[config.mk]
export PLATFORM = sky130hd
export DESIGN_NAME = isf_status_flags
export DESIGN_NICKNAME = d
export VERILOG_FILES = /design/src/rtl/isf_pkg.sv /design/src/rtl/isf_status_flags.sv
export SDC_FILE = /design/constraint.sdc
export NUM_CORES = 1
export LEC_CHECK = 0
export ABC_AREA = 1
export BUFFER_PORTS_ARGS = -buffer_cell sky130_fd_sc_hd__buf_4
export CAP_MARGIN = 20
export CORE_UTILIZATION = 45
export CTS_CLUSTER_SIZE = 20
export DETAILED_ROUTE_END_ITERATION = 10
export PLACE_DENSITY = 0.73
export SKIP_CTS_REPAIR_TIMING = 1
export SLEW_MARGIN = 20
export SYNTH_ARGS = -nofsm -noshare
export SYNTH_HDL_FRONTEND = slang
export SYNTH_SLANG_ARGS = --single-unit
[constraint.sdc]
create_clock -name clk_i -period 1.6 [get_ports clk_i]
set_input_delay 0.16 -clock clk_i [delete_from_list [all_inputs] [get_ports clk_i]]
set_output_delay 0.16 -clock clk_i [all_outputs]
set_load 0.05 [all_outputs]
[src/rtl/isf_pkg.sv]
// Constants and carrier types of the two-wire bus status flag block
`default_nettype none
package isf_pkg;
  // Register byte offsets on the AXI4-Lite bus
  localparam int ADDR_W = 8;
  localparam logic [ADDR_W-1:0] OFS_STATUS = 8'h00;
  localparam logic [ADDR_W-1:0] OFS_MODE = 8'h04;
  localparam logic [ADDR_W-1:0] OFS_OWN = 8'h08;
  // Field positions in bus_status_flags
  localparam int BIT_BUSY = 7;
  localparam int BIT_IRQ = 6;
  localparam int BIT_GUARD = 5;
  localparam int BIT_RSVD = 4;
  localparam int BIT_ARB = 3;
  localparam int BIT_AAS = 2;
  localparam int BIT_GC = 1;
  localparam int BIT_ACK = 0;
  // Field positions in the mode register
  localparam int MODE_MST = 0;
  localparam int MODE_TX = 1;
  localparam int MODE_FS = 2;
  localparam int MODE_SER = 3;
  // Reset values
  localparam logic [7:0] STATUS_RST = 8'h30;
  localparam logic [3:0] MODE_RST = 4'h0;
  localparam logic [6:0] OWN_RST = 7'h00;
  // General call address byte
  localparam logic [7:0] GC_VALUE = 8'h00;
  // AXI responses
  localparam logic [1:0] RESP_OKAY = 2'b00;
  localparam logic [1:0] RESP_SLVERR = 2'b10;

  // Events and levels coming from the shift engine
  typedef struct packed {
    logic xfer_end;
    logic addr_valid;
    logic [7:0] addr_byte;
    logic ack_valid;
    logic ack_bit;
    logic data_wr;
    logic data_rd;
    logic drv_sda;
    logic drv_scl;
  } isf_eng_t;

  // Control handed back to the shift engine
  typedef struct packed {
    logic master;
    logic tx;
    logic fs;
    logic serial;
    logic start_req;
    logic stop_req;
    logic ack_drive;
    logic busy;
  } isf_ctl_t;
endpackage
`default_nettype wire

[src/rtl/isf_status_flags.sv]
// Status flags, condition control and AXI4-Lite registers of the bus block
// Summary of operation
// - Interrupt flag clears only by reading it as 1 then writing 0.
// - Master mode sets interrupt flag at transfer end and arbitration loss.
// - Addressed slave sets interrupt flag on match, then each transfer end.
// - Non-addressing slave sets interrupt flag at every transfer end.
// - Master write busy=1, guard=0 issues start or repeated start.
// - Master write busy=0, guard=0 issues a stop condition.
// - Guard bit always reads 1 and is never stored.
// - Reserved status bit 4 always reads 1, cannot be changed.
// - Master transmit: data mismatch at clock rise sets arbitration lost.
// - Master transmit: own clock high at bus clock fall loses arbitration.
// - Arbitration loss sets interrupt flag in the same event.
// - Arbitration lost clears by reading 1 then writing 0.
// - Data write in transmit or read in receive clears arbitration lost.
// - Addressed slave receive sets address flag on own or general call.
// - Address flag clears by read-1/write-0 or data register access.
// - Addressed slave receive sets general call flag on zero byte.
// - General call flag clears by read-1/write-0 or data access.
// - Transmit with acknowledge framing captures receiver acknowledge bit.
// - Receive mode drives software acknowledge value after each byte.
// - Acknowledge read gives captured bit if transmit, else software.
// - Data fall with clock high sets busy; data rise clears it.
// - Status resets to 30h on reset and hardware standby.
// - Arbitration loss clears master and transmit selects.
// - Busy bit cannot be written in slave mode.
`default_nettype none
module isf_status_flags (
  input wire logic clk_i,
  input wire logic resetn_i,
  input wire logic ce_i,
  input wire logic standby_i,
  // Bus pins, asynchronous to clk_i
  input wire logic scl_i,
  input wire logic sda_i,
  // Shift engine side
  input wire isf_pkg::isf_eng_t eng_i,
  output isf_pkg::isf_ctl_t ctl_o,
  // AXI4-Lite slave
  input wire logic [isf_pkg::ADDR_W-1:0] s_axi_awaddr,
  input wire logic s_axi_awvalid,
  output logic s_axi_awready,
  input wire logic [31:0] s_axi_wdata,
  input wire logic [3:0] s_axi_wstrb,
  input wire logic s_axi_wvalid,
  output logic s_axi_wready,
  output logic [1:0] s_axi_bresp,
  output logic s_axi_bvalid,
  input wire logic s_axi_bready,
  input wire logic [isf_pkg::ADDR_W-1:0] s_axi_araddr,
  input wire logic s_axi_arvalid,
  output logic s_axi_arready,
  output logic [31:0] s_axi_rdata,
  output logic [1:0] s_axi_rresp,
  output logic s_axi_rvalid,
  input wire logic s_axi_rready
);
  import isf_pkg::*;

  // Sync reset plus standby both return the flags to their reset state
  // reset or standby
  logic init;
  assign init = !resetn_i || standby_i;

  // ****************************************************
  // Pin synchronisers
  // ****************************************************
  logic [2:0] scl_s_q;
  logic [2:0] sda_s_q;
  logic scl_f_q;
  logic sda_f_q;

  // Three stages; the filtered level moves only when stages 1 and 2 agree
  always_ff @(posedge clk_i)
  begin
    if (!resetn_i)
    begin
      scl_s_q <= 3'h7;
      sda_s_q <= 3'h7;
    end
    else if (ce_i)
    begin
      scl_s_q <= {scl_s_q[1:0], scl_i};
      sda_s_q <= {sda_s_q[1:0], sda_i};
    end
  end

  // Filtered levels; stage 0 is seen by stage 1 only
  always_ff @(posedge clk_i)
  begin
    if (!resetn_i)
    begin
      scl_f_q <= 1'b1;
      sda_f_q <= 1'b1;
    end
    else if (ce_i)
    begin
      if (scl_s_q[1] == scl_s_q[2])
        scl_f_q <= scl_s_q[2];
      if (sda_s_q[1] == sda_s_q[2])
        sda_f_q <= sda_s_q[2];
    end
  end

  // Edge and condition detection on the filtered levels
  logic scl_new;
  logic sda_new;
  logic scl_rise;
  logic scl_fall;
  logic start_seen;
  logic stop_seen;
  assign scl_new = (scl_s_q[1] == scl_s_q[2]) ? scl_s_q[2] : scl_f_q;
  assign sda_new = (sda_s_q[1] == sda_s_q[2]) ? sda_s_q[2] : sda_f_q;
  assign scl_rise = ce_i && !scl_f_q && scl_new;
  assign scl_fall = ce_i && scl_f_q && !scl_new;
  // Clock must be high before and after so a clock edge is no condition
  assign start_seen = ce_i && scl_f_q && scl_new && sda_f_q && !sda_new;
  assign stop_seen = ce_i && scl_f_q && scl_new && !sda_f_q && sda_new;

  // ****************************************************
  // AXI4-Lite slave
  // ****************************************************
  logic aw_full_q;
  logic w_full_q;
  logic [ADDR_W-1:0] aw_addr_q;
  logic [7:0] w_data_q;
  logic w_lane_q;
  logic wr_go;
  logic rd_go;
  logic wr_stat;
  logic rd_stat;

  // Readies drop while frozen, else a beat would be taken and then lost
  assign s_axi_awready = ce_i && !aw_full_q && !s_axi_bvalid;
  assign s_axi_wready = ce_i && !w_full_q && !s_axi_bvalid;
  assign s_axi_arready = ce_i && !s_axi_rvalid;
  assign wr_go = ce_i && aw_full_q && w_full_q && !s_axi_bvalid;
  assign rd_go = ce_i && s_axi_arvalid && s_axi_arready;
  assign wr_stat = wr_go && w_lane_q && (aw_addr_q == OFS_STATUS);
  assign rd_stat = rd_go && (s_axi_araddr == OFS_STATUS);

  // Address and data are taken in either order and held until paired
  always_ff @(posedge clk_i)
  begin
    if (!resetn_i)
    begin
      aw_full_q <= 1'b0;
      w_full_q <= 1'b0;
      aw_addr_q <= '0;
      w_data_q <= 8'h00;
      w_lane_q <= 1'b0;
    end
    else if (ce_i)
    begin
      if (s_axi_awvalid && s_axi_awready)
      begin
        aw_full_q <= 1'b1;
        aw_addr_q <= s_axi_awaddr;
      end
      else if (wr_go)
        aw_full_q <= 1'b0;
      if (s_axi_wvalid && s_axi_wready)
      begin
        w_full_q <= 1'b1;
        w_data_q <= s_axi_wdata[7:0];
        w_lane_q <= s_axi_wstrb[0];
      end
      else if (wr_go)
        w_full_q <= 1'b0;
    end
  end

  // Write response; unmapped offsets answer SLVERR
  always_ff @(posedge clk_i)
  begin
    if (!resetn_i)
    begin
      s_axi_bvalid <= 1'b0;
      s_axi_bresp <= RESP_OKAY;
    end
    else if (ce_i)
    begin
      if (wr_go)
      begin
        s_axi_bvalid <= 1'b1;
        s_axi_bresp <= (aw_addr_q == OFS_STATUS || aw_addr_q == OFS_MODE
                        || aw_addr_q == OFS_OWN) ? RESP_OKAY : RESP_SLVERR;
      end
      else if (s_axi_bready)
        s_axi_bvalid <= 1'b0;
    end
  end

  // ****************************************************
  // Mode and own address registers
  // ****************************************************
  logic [3:0] mode_q;
  logic [6:0] own_q;
  logic arb_evt;
  logic match_evt;

  // Software writes; hardware drops master and transmit on loss
  always_ff @(posedge clk_i)
  begin
    if (init)
      mode_q <= MODE_RST;
    else if (ce_i)
    begin
      if (wr_go && w_lane_q && aw_addr_q == OFS_MODE)
        mode_q <= w_data_q[3:0];
      if (arb_evt)
      begin
        mode_q[MODE_MST] <= 1'b0;
        mode_q[MODE_TX] <= 1'b0;
      end
      // Addressed slave turns to transmit when the read bit is set
      else if (match_evt && eng_i.addr_byte[0])
        mode_q[MODE_TX] <= 1'b1;
    end
  end

  // Own slave address
  always_ff @(posedge clk_i)
  begin
    if (init)
      own_q <= OWN_RST;
    else if (ce_i && wr_go && w_lane_q && aw_addr_q == OFS_OWN)
      own_q <= w_data_q[6:0];
  end

  logic is_mst;
  logic is_tx;
  logic addr_fmt;
  assign is_mst = mode_q[MODE_MST];
  assign is_tx = mode_q[MODE_TX];
  assign addr_fmt = !mode_q[MODE_FS];

  // ****************************************************
  // Event decode
  // ****************************************************
  logic gc_evt;
  logic data_touch;
  logic slv_rx_addr;

  // Address byte is only judged by a slave receiver in addressing format
  assign slv_rx_addr = ce_i && eng_i.addr_valid && !is_mst && !is_tx
                       && addr_fmt;
  assign gc_evt = slv_rx_addr && eng_i.addr_byte == GC_VALUE;
  assign match_evt = slv_rx_addr
                     && (eng_i.addr_byte[7:1] == own_q || gc_evt);
  // data mismatch at clock rise, or own clock still high at clock fall
  assign arb_evt = is_mst && is_tx
                   && ((scl_rise && eng_i.drv_sda != sda_new)
                       || (scl_fall && eng_i.drv_scl));
  // data register access clears the arbitration, address and general call flags
  assign data_touch = ce_i && ((eng_i.data_wr && is_tx)
                               || (eng_i.data_rd && !is_tx));

  // Addressed slave stays live until repeated start, stop or master mode
  logic slv_live_q;
  always_ff @(posedge clk_i)
  begin
    if (init)
      slv_live_q <= 1'b0;
    else if (ce_i)
    begin
      if (start_seen || stop_seen || is_mst)
        slv_live_q <= 1'b0;
      else if (match_evt)
        slv_live_q <= 1'b1;
    end
  end

  logic irq_evt;
  // master transfer end or arbitration loss
  // addressed slave on match and each later transfer end
  // non-addressing slave at every transfer end
  // arbitration loss raises the request with the flag
  assign irq_evt = arb_evt || match_evt
                   || (ce_i && eng_i.xfer_end
                       && (is_mst || !addr_fmt || slv_live_q));

  // ****************************************************
  // Status flags
  // ****************************************************
  logic irq_q;
  logic arb_q;
  logic aas_q;
  logic gc_q;
  logic busy_q;
  logic ack_sw_q;
  logic ack_rx_q;
  logic [3:0] armed_q;
  logic [3:0] clr_ok;

  // A flag may be cleared only if the last status read saw it at 1
  function automatic logic wr0(input logic armed, input logic wbit);
    wr0 = wr_stat && armed && !wbit;
  endfunction

  assign clr_ok[3] = wr0(armed_q[3], w_data_q[BIT_IRQ]);
  assign clr_ok[2] = wr0(armed_q[2], w_data_q[BIT_ARB]);
  assign clr_ok[1] = wr0(armed_q[1], w_data_q[BIT_AAS]);
  assign clr_ok[0] = wr0(armed_q[0], w_data_q[BIT_GC]);

  // Arm on a status read, disarm on a status write; a status read in the same cycle wins
  always_ff @(posedge clk_i)
  begin
    if (init)
      armed_q <= 4'h0;
    else if (ce_i)
    begin
      if (rd_stat)
        armed_q <= {irq_q, arb_q, aas_q, gc_q};
      else if (wr_stat)
        armed_q <= 4'h0;
    end
  end

  // Interrupt request flag; a set in the clear cycle wins
  always_ff @(posedge clk_i)
  begin
    if (init)
      irq_q <= STATUS_RST[BIT_IRQ];
    else if (irq_evt)
      irq_q <= 1'b1;
    else if (clr_ok[3])
      irq_q <= 1'b0;
  end

  // Arbitration lost flag
  always_ff @(posedge clk_i)
  begin
    if (init)
      arb_q <= STATUS_RST[BIT_ARB];
    else if (arb_evt)
      arb_q <= 1'b1;
    else if (clr_ok[2] || data_touch)
      arb_q <= 1'b0;
  end

  // Address recognised flag
  always_ff @(posedge clk_i)
  begin
    if (init)
      aas_q <= STATUS_RST[BIT_AAS];
    else if (match_evt)
      aas_q <= 1'b1;
    else if (clr_ok[1] || data_touch)
      aas_q <= 1'b0;
  end

  // General call flag
  always_ff @(posedge clk_i)
  begin
    if (init)
      gc_q <= STATUS_RST[BIT_GC];
    else if (gc_evt)
      gc_q <= 1'b1;
    else if (clr_ok[0] || data_touch)
      gc_q <= 1'b0;
  end

  // busy follows start and stop seen on the pins
  always_ff @(posedge clk_i)
  begin
    if (init)
      busy_q <= STATUS_RST[BIT_BUSY];
    else if (start_seen)
      busy_q <= 1'b1;
    else if (stop_seen)
      busy_q <= 1'b0;
  end

  // Software acknowledge value, always writable
  always_ff @(posedge clk_i)
  begin
    if (init)
      ack_sw_q <= STATUS_RST[BIT_ACK];
    else if (wr_stat)
      ack_sw_q <= w_data_q[BIT_ACK];
  end

  // capture receiver acknowledge in framed transmit
  always_ff @(posedge clk_i)
  begin
    if (init)
      ack_rx_q <= STATUS_RST[BIT_ACK];
    else if (ce_i && eng_i.ack_valid && is_tx && !mode_q[MODE_SER])
      ack_rx_q <= eng_i.ack_bit;
  end

  // ****************************************************
  // Condition requests and control outputs
  // ****************************************************
  logic start_q;
  logic stop_q;
  logic cond_wr;
  assign cond_wr = wr_stat && is_mst && !w_data_q[BIT_GUARD];

  // One-cycle requests to the shift engine
  always_ff @(posedge clk_i)
  begin
    if (init)
    begin
      start_q <= 1'b0;
      stop_q <= 1'b0;
    end
    else if (ce_i)
    begin
      start_q <= cond_wr && w_data_q[BIT_BUSY];
      stop_q <= cond_wr && !w_data_q[BIT_BUSY];
    end
  end

  // Control bundle; every field, mode bits included, comes straight from flops
  always_comb
  begin
    ctl_o.master = is_mst;
    ctl_o.tx = is_tx;
    ctl_o.fs = mode_q[MODE_FS];
    ctl_o.serial = mode_q[MODE_SER];
    ctl_o.start_req = start_q;
    ctl_o.stop_req = stop_q;
    // receiver drives the software acknowledge value
    ctl_o.ack_drive = ack_sw_q;
    ctl_o.busy = busy_q;
  end

  // ****************************************************
  // Read path
  // ****************************************************
  logic [7:0] status_rd;
  always_comb
  begin
    status_rd = 8'h00;
    status_rd[BIT_BUSY] = busy_q;
    status_rd[BIT_IRQ] = irq_q;
    status_rd[BIT_GUARD] = 1'b1;
    status_rd[BIT_RSVD] = 1'b1;
    status_rd[BIT_ARB] = arb_q;
    status_rd[BIT_AAS] = aas_q;
    status_rd[BIT_GC] = gc_q;
    status_rd[BIT_ACK] = is_tx ? ack_rx_q : ack_sw_q;
  end

  // Read data is registered; reset value shows through status_rd
  always_ff @(posedge clk_i)
  begin
    if (!resetn_i)
    begin
      s_axi_rvalid <= 1'b0;
      s_axi_rdata <= 32'h0000_0000;
      s_axi_rresp <= RESP_OKAY;
    end
    else if (ce_i)
    begin
      if (rd_go)
      begin
        s_axi_rvalid <= 1'b1;
        s_axi_rresp <= RESP_OKAY;
        unique case (s_axi_araddr)
          OFS_STATUS: s_axi_rdata <= {24'h000000, status_rd};
          OFS_MODE: s_axi_rdata <= {28'h0000000, mode_q};
          OFS_OWN: s_axi_rdata <= {25'h0000000, own_q};
          default:
          begin
            s_axi_rdata <= 32'h0000_0000;
            s_axi_rresp <= RESP_SLVERR;
          end
        endcase
      end
      else if (s_axi_rready)
        s_axi_rvalid <= 1'b0;
    end
  end
endmodule
`default_nettype wire

Yosys cells after proc, flatten, opt, wreduce, memory -nomap -nowiden
Cells that the tools add are included.

Eq/ne operators: 8. Muxes and demuxes: 31. Reduce and logical (&&, ||, !) cells: 123.

Operator list (number): $logic_and A1 B1 Y1 (59); $reduce_and A2 Y1 (13); $mux W1 (25); $logic_not A8 Y1 (3); $pmux W8 S3 (1); $reduce_bool A2 Y1 (12); $logic_not A1 Y1 (19); $eq A8 B3 Y1 const B (2); $eq A8 B4 Y1 const B (2); $logic_or A1 B1 Y1 (15); $mux W4 (2); $eq A7 B7 Y1 (1); $mux W2 (3); $reduce_bool A3 Y1 (1); $reduce_or A3 Y1 (1); $eq A1 B1 Y1 (2); $ne A1 B1 Y1 (1).

Register bits: 90. Input bits: 79. Output and inout port bits: 49. Logic and storage cells: 191.

Logic depth before layout (Yosys ltp)
Depth after elaboration: 10. Mapped depth: 13. Gate-level depth less buffers: 13.

Worst setup path before layout
Ideal clock, no wire load.

Path kind: reg-to-reg. From: register s_axi_bvalid. To: register aw_addr_q[4]. Arrival time: 1.969 ns. Data required time: 1.480 ns. Slack: -0.489 ns. Stages on the path, launching flop included: 8. Path buffers: 1. Period minus slack after synthesis: 2.089 ns. Cells stage by stage: dfxtp_1 -> inv_1 -> nand2_1 -> nor2_1 -> nand2_1 -> buf_2 -> o21ai_1 -> a21oi_1.

Longest elaborated chain between the ends: 4.

Ends and longest elaborated chain: start, declared (line isf_status_flags.sv:48) `output logic s_axi_bvalid,`; start signal, assigned (line isf_status_flags.sv:178) `s_axi_bvalid <= 1'b0;`; start signal, assigned (line isf_status_flags.sv:185) `s_axi_bvalid <= 1'b1;`; start signal, assigned (line isf_status_flags.sv:190) `s_axi_bvalid <= 1'b0;`; $logic_not A1 Y1 (line isf_status_flags.sv:134) `assign s_axi_awready = ce_i && !aw_full_q && !s_axi_bvalid;`; $logic_and A1 B1 Y1 (line isf_status_flags.sv:134); net s_axi_awready (line isf_status_flags.sv:42) `output logic s_axi_awready,`; $logic_and A1 B1 Y1 (line isf_status_flags.sv:155) `if (s_axi_awvalid && s_axi_awready)`; $reduce_and A2 Y1 (no source line); end signal, assigned (line isf_status_flags.sv:158) `aw_addr_q <= s_axi_awaddr;`; end, declared (line isf_status_flags.sv:125) `logic [ADDR_W-1:0] aw_addr_q;`.

The timed path passes the listed nets, and every way through them passes these cells. A chain may end at the register's enable or synchronous reset.

Final worst setup path
From: register aw_addr_q[5]. To: register own_q[6].

Longest elaborated chain between the ends: 2.

Ends and longest elaborated chain: $eq A8 B4 Y1 (line isf_status_flags.sv:227) `else if (ce_i && wr_go && w_lane_q && aw_addr_q == OFS_OWN)`; $logic_and A1 B1 Y1 (line isf_status_flags.sv:227); end signal, assigned (line isf_status_flags.sv:228) `own_q <= w_data_q[6:0];`; end, declared (line isf_status_flags.sv:198) `logic [6:0] own_q;`.

No other way between the ends.

==> results.cfg <==
[run_status]
status = finished, final reports clean

[logic_synthesis]
synth_edf_count = 0
yosysTopAreaCellShare_pct = 40.7
ys.flop_type = dfxtp_1
synth_warnings = 0
synthTopCellsByCount = nand2_1, dfxtp_1, a21oi_1
synthTopCellsByArea = dfxtp_1, nand2_1, buf_4, a21oi_1, nand3_1
yosysMostFrequentCell = nand2_1
yosys.area.top_type = dfxtp_1
syn_inst = 448
synth_cell_types = 32
syn_area_um2 = 3150
ys_ff_latch = 64
synth_area_per_cell_um2 = 7.03
async_flop_share_pct = 0
ys_seq_area_share_pct = 40.7

[routing]
vias = 3000
avgRoutedWirePerCell_um = 12.5
drt_wl_total_mm = 7.85
via_per_inst = 4.76
route.detailed.drc = 0
drtPass1Iterations = 7
ant_nets = 0
first_iter_violations = 174

[cells_and_area]
stdcell_area_um2 = 3980
fillCellCount = 645
fin_nets = 609
seq_area_um2 = 1280
syn_to_final_growth_pct = 26.4
final_core_util_pct = 58.5
drive_gt1_share_pct = 25.1
stdcell_count = 630
multiInputGateArea_um2 = 1470
antenna_cells = 0

[critical_path]
critPathKind = reg2reg
crit_path_start_kind = register
critPathCaptureType = register
crit_path_max_fanout = 5
critPathRequiredTime_ns = 1.87
crit_arrival_ns = 1.69

[clocking]
clk_pin_slew_ns = 0.07
tritoncts = built
cts_buffer_depth = 2
cts_buffers = 9
clock_latency_ns = 0.35
cts_htree_levels = 3
clk_root_buffer_cell = clkbuf_8
clkSinkCount = 64

[placed_design]
io_buffer_count = 74
gp_congestion = 0.898
place_ws_ns = 0.0654
postPlaceCellArea_um2 = 3740
dp_hpwl_mm = 6.04
dp_cells = 613

[timing]
drv_slew = 0
setup_tns_ns = 0
setup_viol = 0
finalWorstSetupSlack_ns = 0.179
hold_viol_final = 0
timing.fmax_ghz = 0.704
post-route-period-util_pct = 88.8
rsz0062_at_grt = false
min_period_ns = 1.42
skew_ns = 0.00680
worst_hold_slack_ns = 0.0406

[grt]
grt_pass1_vias = 2820
grt_max_degree = 27
grtUsageTotal_pct = 22.7
antenna_found_initial = 0
grt_pass1_wl_mm = 12.9
overflow = 0

[pwr]
power_density_nw_per_um2 = 926
peakVddDrop_uv = 450
finalPower_mw = 3.68
p_leak_nw = 1.85

[job]
cap_violations = 0

[min_path]
hold_class = in2reg

[die]
die-area_um2 = 7330
die_w_um = 85.6
pin_count = 128
rows = 30
initial_core_util_pct = 46.3
core_area_um2 = 6790
chipHeight_um = 85.6
## area by class of cell
| type | instances | share of cell area (%) |
|---|---|---|
| clock buffer | 12 | 4.15 |
| clock inverter | 3 | 1.01 |
| inverter | 56 | 5.28 |
| multi-input combinational | 309 | 37.0 |
| sequential | 64 | 32.2 |
| tap | 96 | 3.02 |
| timing repair buffer | 90 | 17.3 |
## worst paths after layout
path,start,to,slack [ns],cells after the start
worst min-delay path,sda_i,sda_s_q[0],0.04,3
worst max register to register,aw_addr_q[5],own_q[6],0.18,8
worst min register to register,w_data_q[7],start_q,0.45,2
worst max-delay path,aw_addr_q[5],own_q[6],0.18,8
## worst max-delay path, cell delays in order (launching register included)
cell      delay (ns)
dfxtp_1         0.31
nor2_1          0.10
nand3_1         0.12
inv_1           0.09
nand4_1         0.16
nor2_4          0.24
buf_4           0.15
nor2_1          0.04
a211oi_2        0.13
## logic make-up (layout without fill, tap and decap cells)
logic type / count (synthesis) / in the layout / share of synthesized area (%)
AO/OA/AOI/OAI: 88 / 88 / 15.1
buffers and inverters: 100 / 161 / 16.1
flip-flops: 64 / 64 / 40.7
AND/OR/NAND/NOR: 191 / 191 / 26.9
XOR/XNOR: 4 / 4 / 1.11
other: 1 / 26 / 0.119
## where the power goes
| part | internal, mW | switching [mW] | leakage (nW) | total [mW] |
|---|---|---|---|---|
| logic | 0.188 | 0.376 | 1.22 | 0.564 |
| registers | 1.65 | 0.0355 | 0.522 | 1.68 |
| clock network | 0.833 | 0.606 | 0.108 | 1.44 |
| total | 2.67 | 1.02 | 1.85 | 3.68 |
## flip-flops by register name, summed over array words and instances (netlist names), 3 cells and up
register / count
aw_addr_q: 8
own_q: 7
sda_s_q: 3
scl_s_q: 3
s_axi_rdata: 8
mode_q: 4
w_data_q: 8
armed_q: 4
## cells in the final DEF (no fill, tap or decap), types with 2 or more instances in the layout
master     n
clkbuf_8  12
nand3_1   36
nor2_1    40
o21ai_1   15
nor2_4     4
dfxtp_1   63
clkinv_2   2
nand2_1   92
o211ai_1   2
nor3_1     3
o211ai_2   2
o21ai_0   19
nor3_2     2
buf_4     89
nand4_1    4
nor2_2     2
conb_1    26
inv_1     44
xnor2_1    4
inv_2     11
nand2_2    2
a21oi_1   46
## routing by layer
| metal | global-route usage [%] | wire length (µm) | vias up | part of all wire, % |
|---|---|---|---|---|
| met3 | 5.29 | 478 | 21 | 6.1 |
| met2 | 37.7 | 3790 | 106 | 48 |
| met5 | 0 | 0 | - | 0 |
| met1 | 28.2 | 3370 | 1334 | 43 |
| met4 | 10.2 | 208 | 0 | 2.7 |
| li1 | - | - | 1539 | - |
Note: power is estimated with default switching activity, not from simulation.
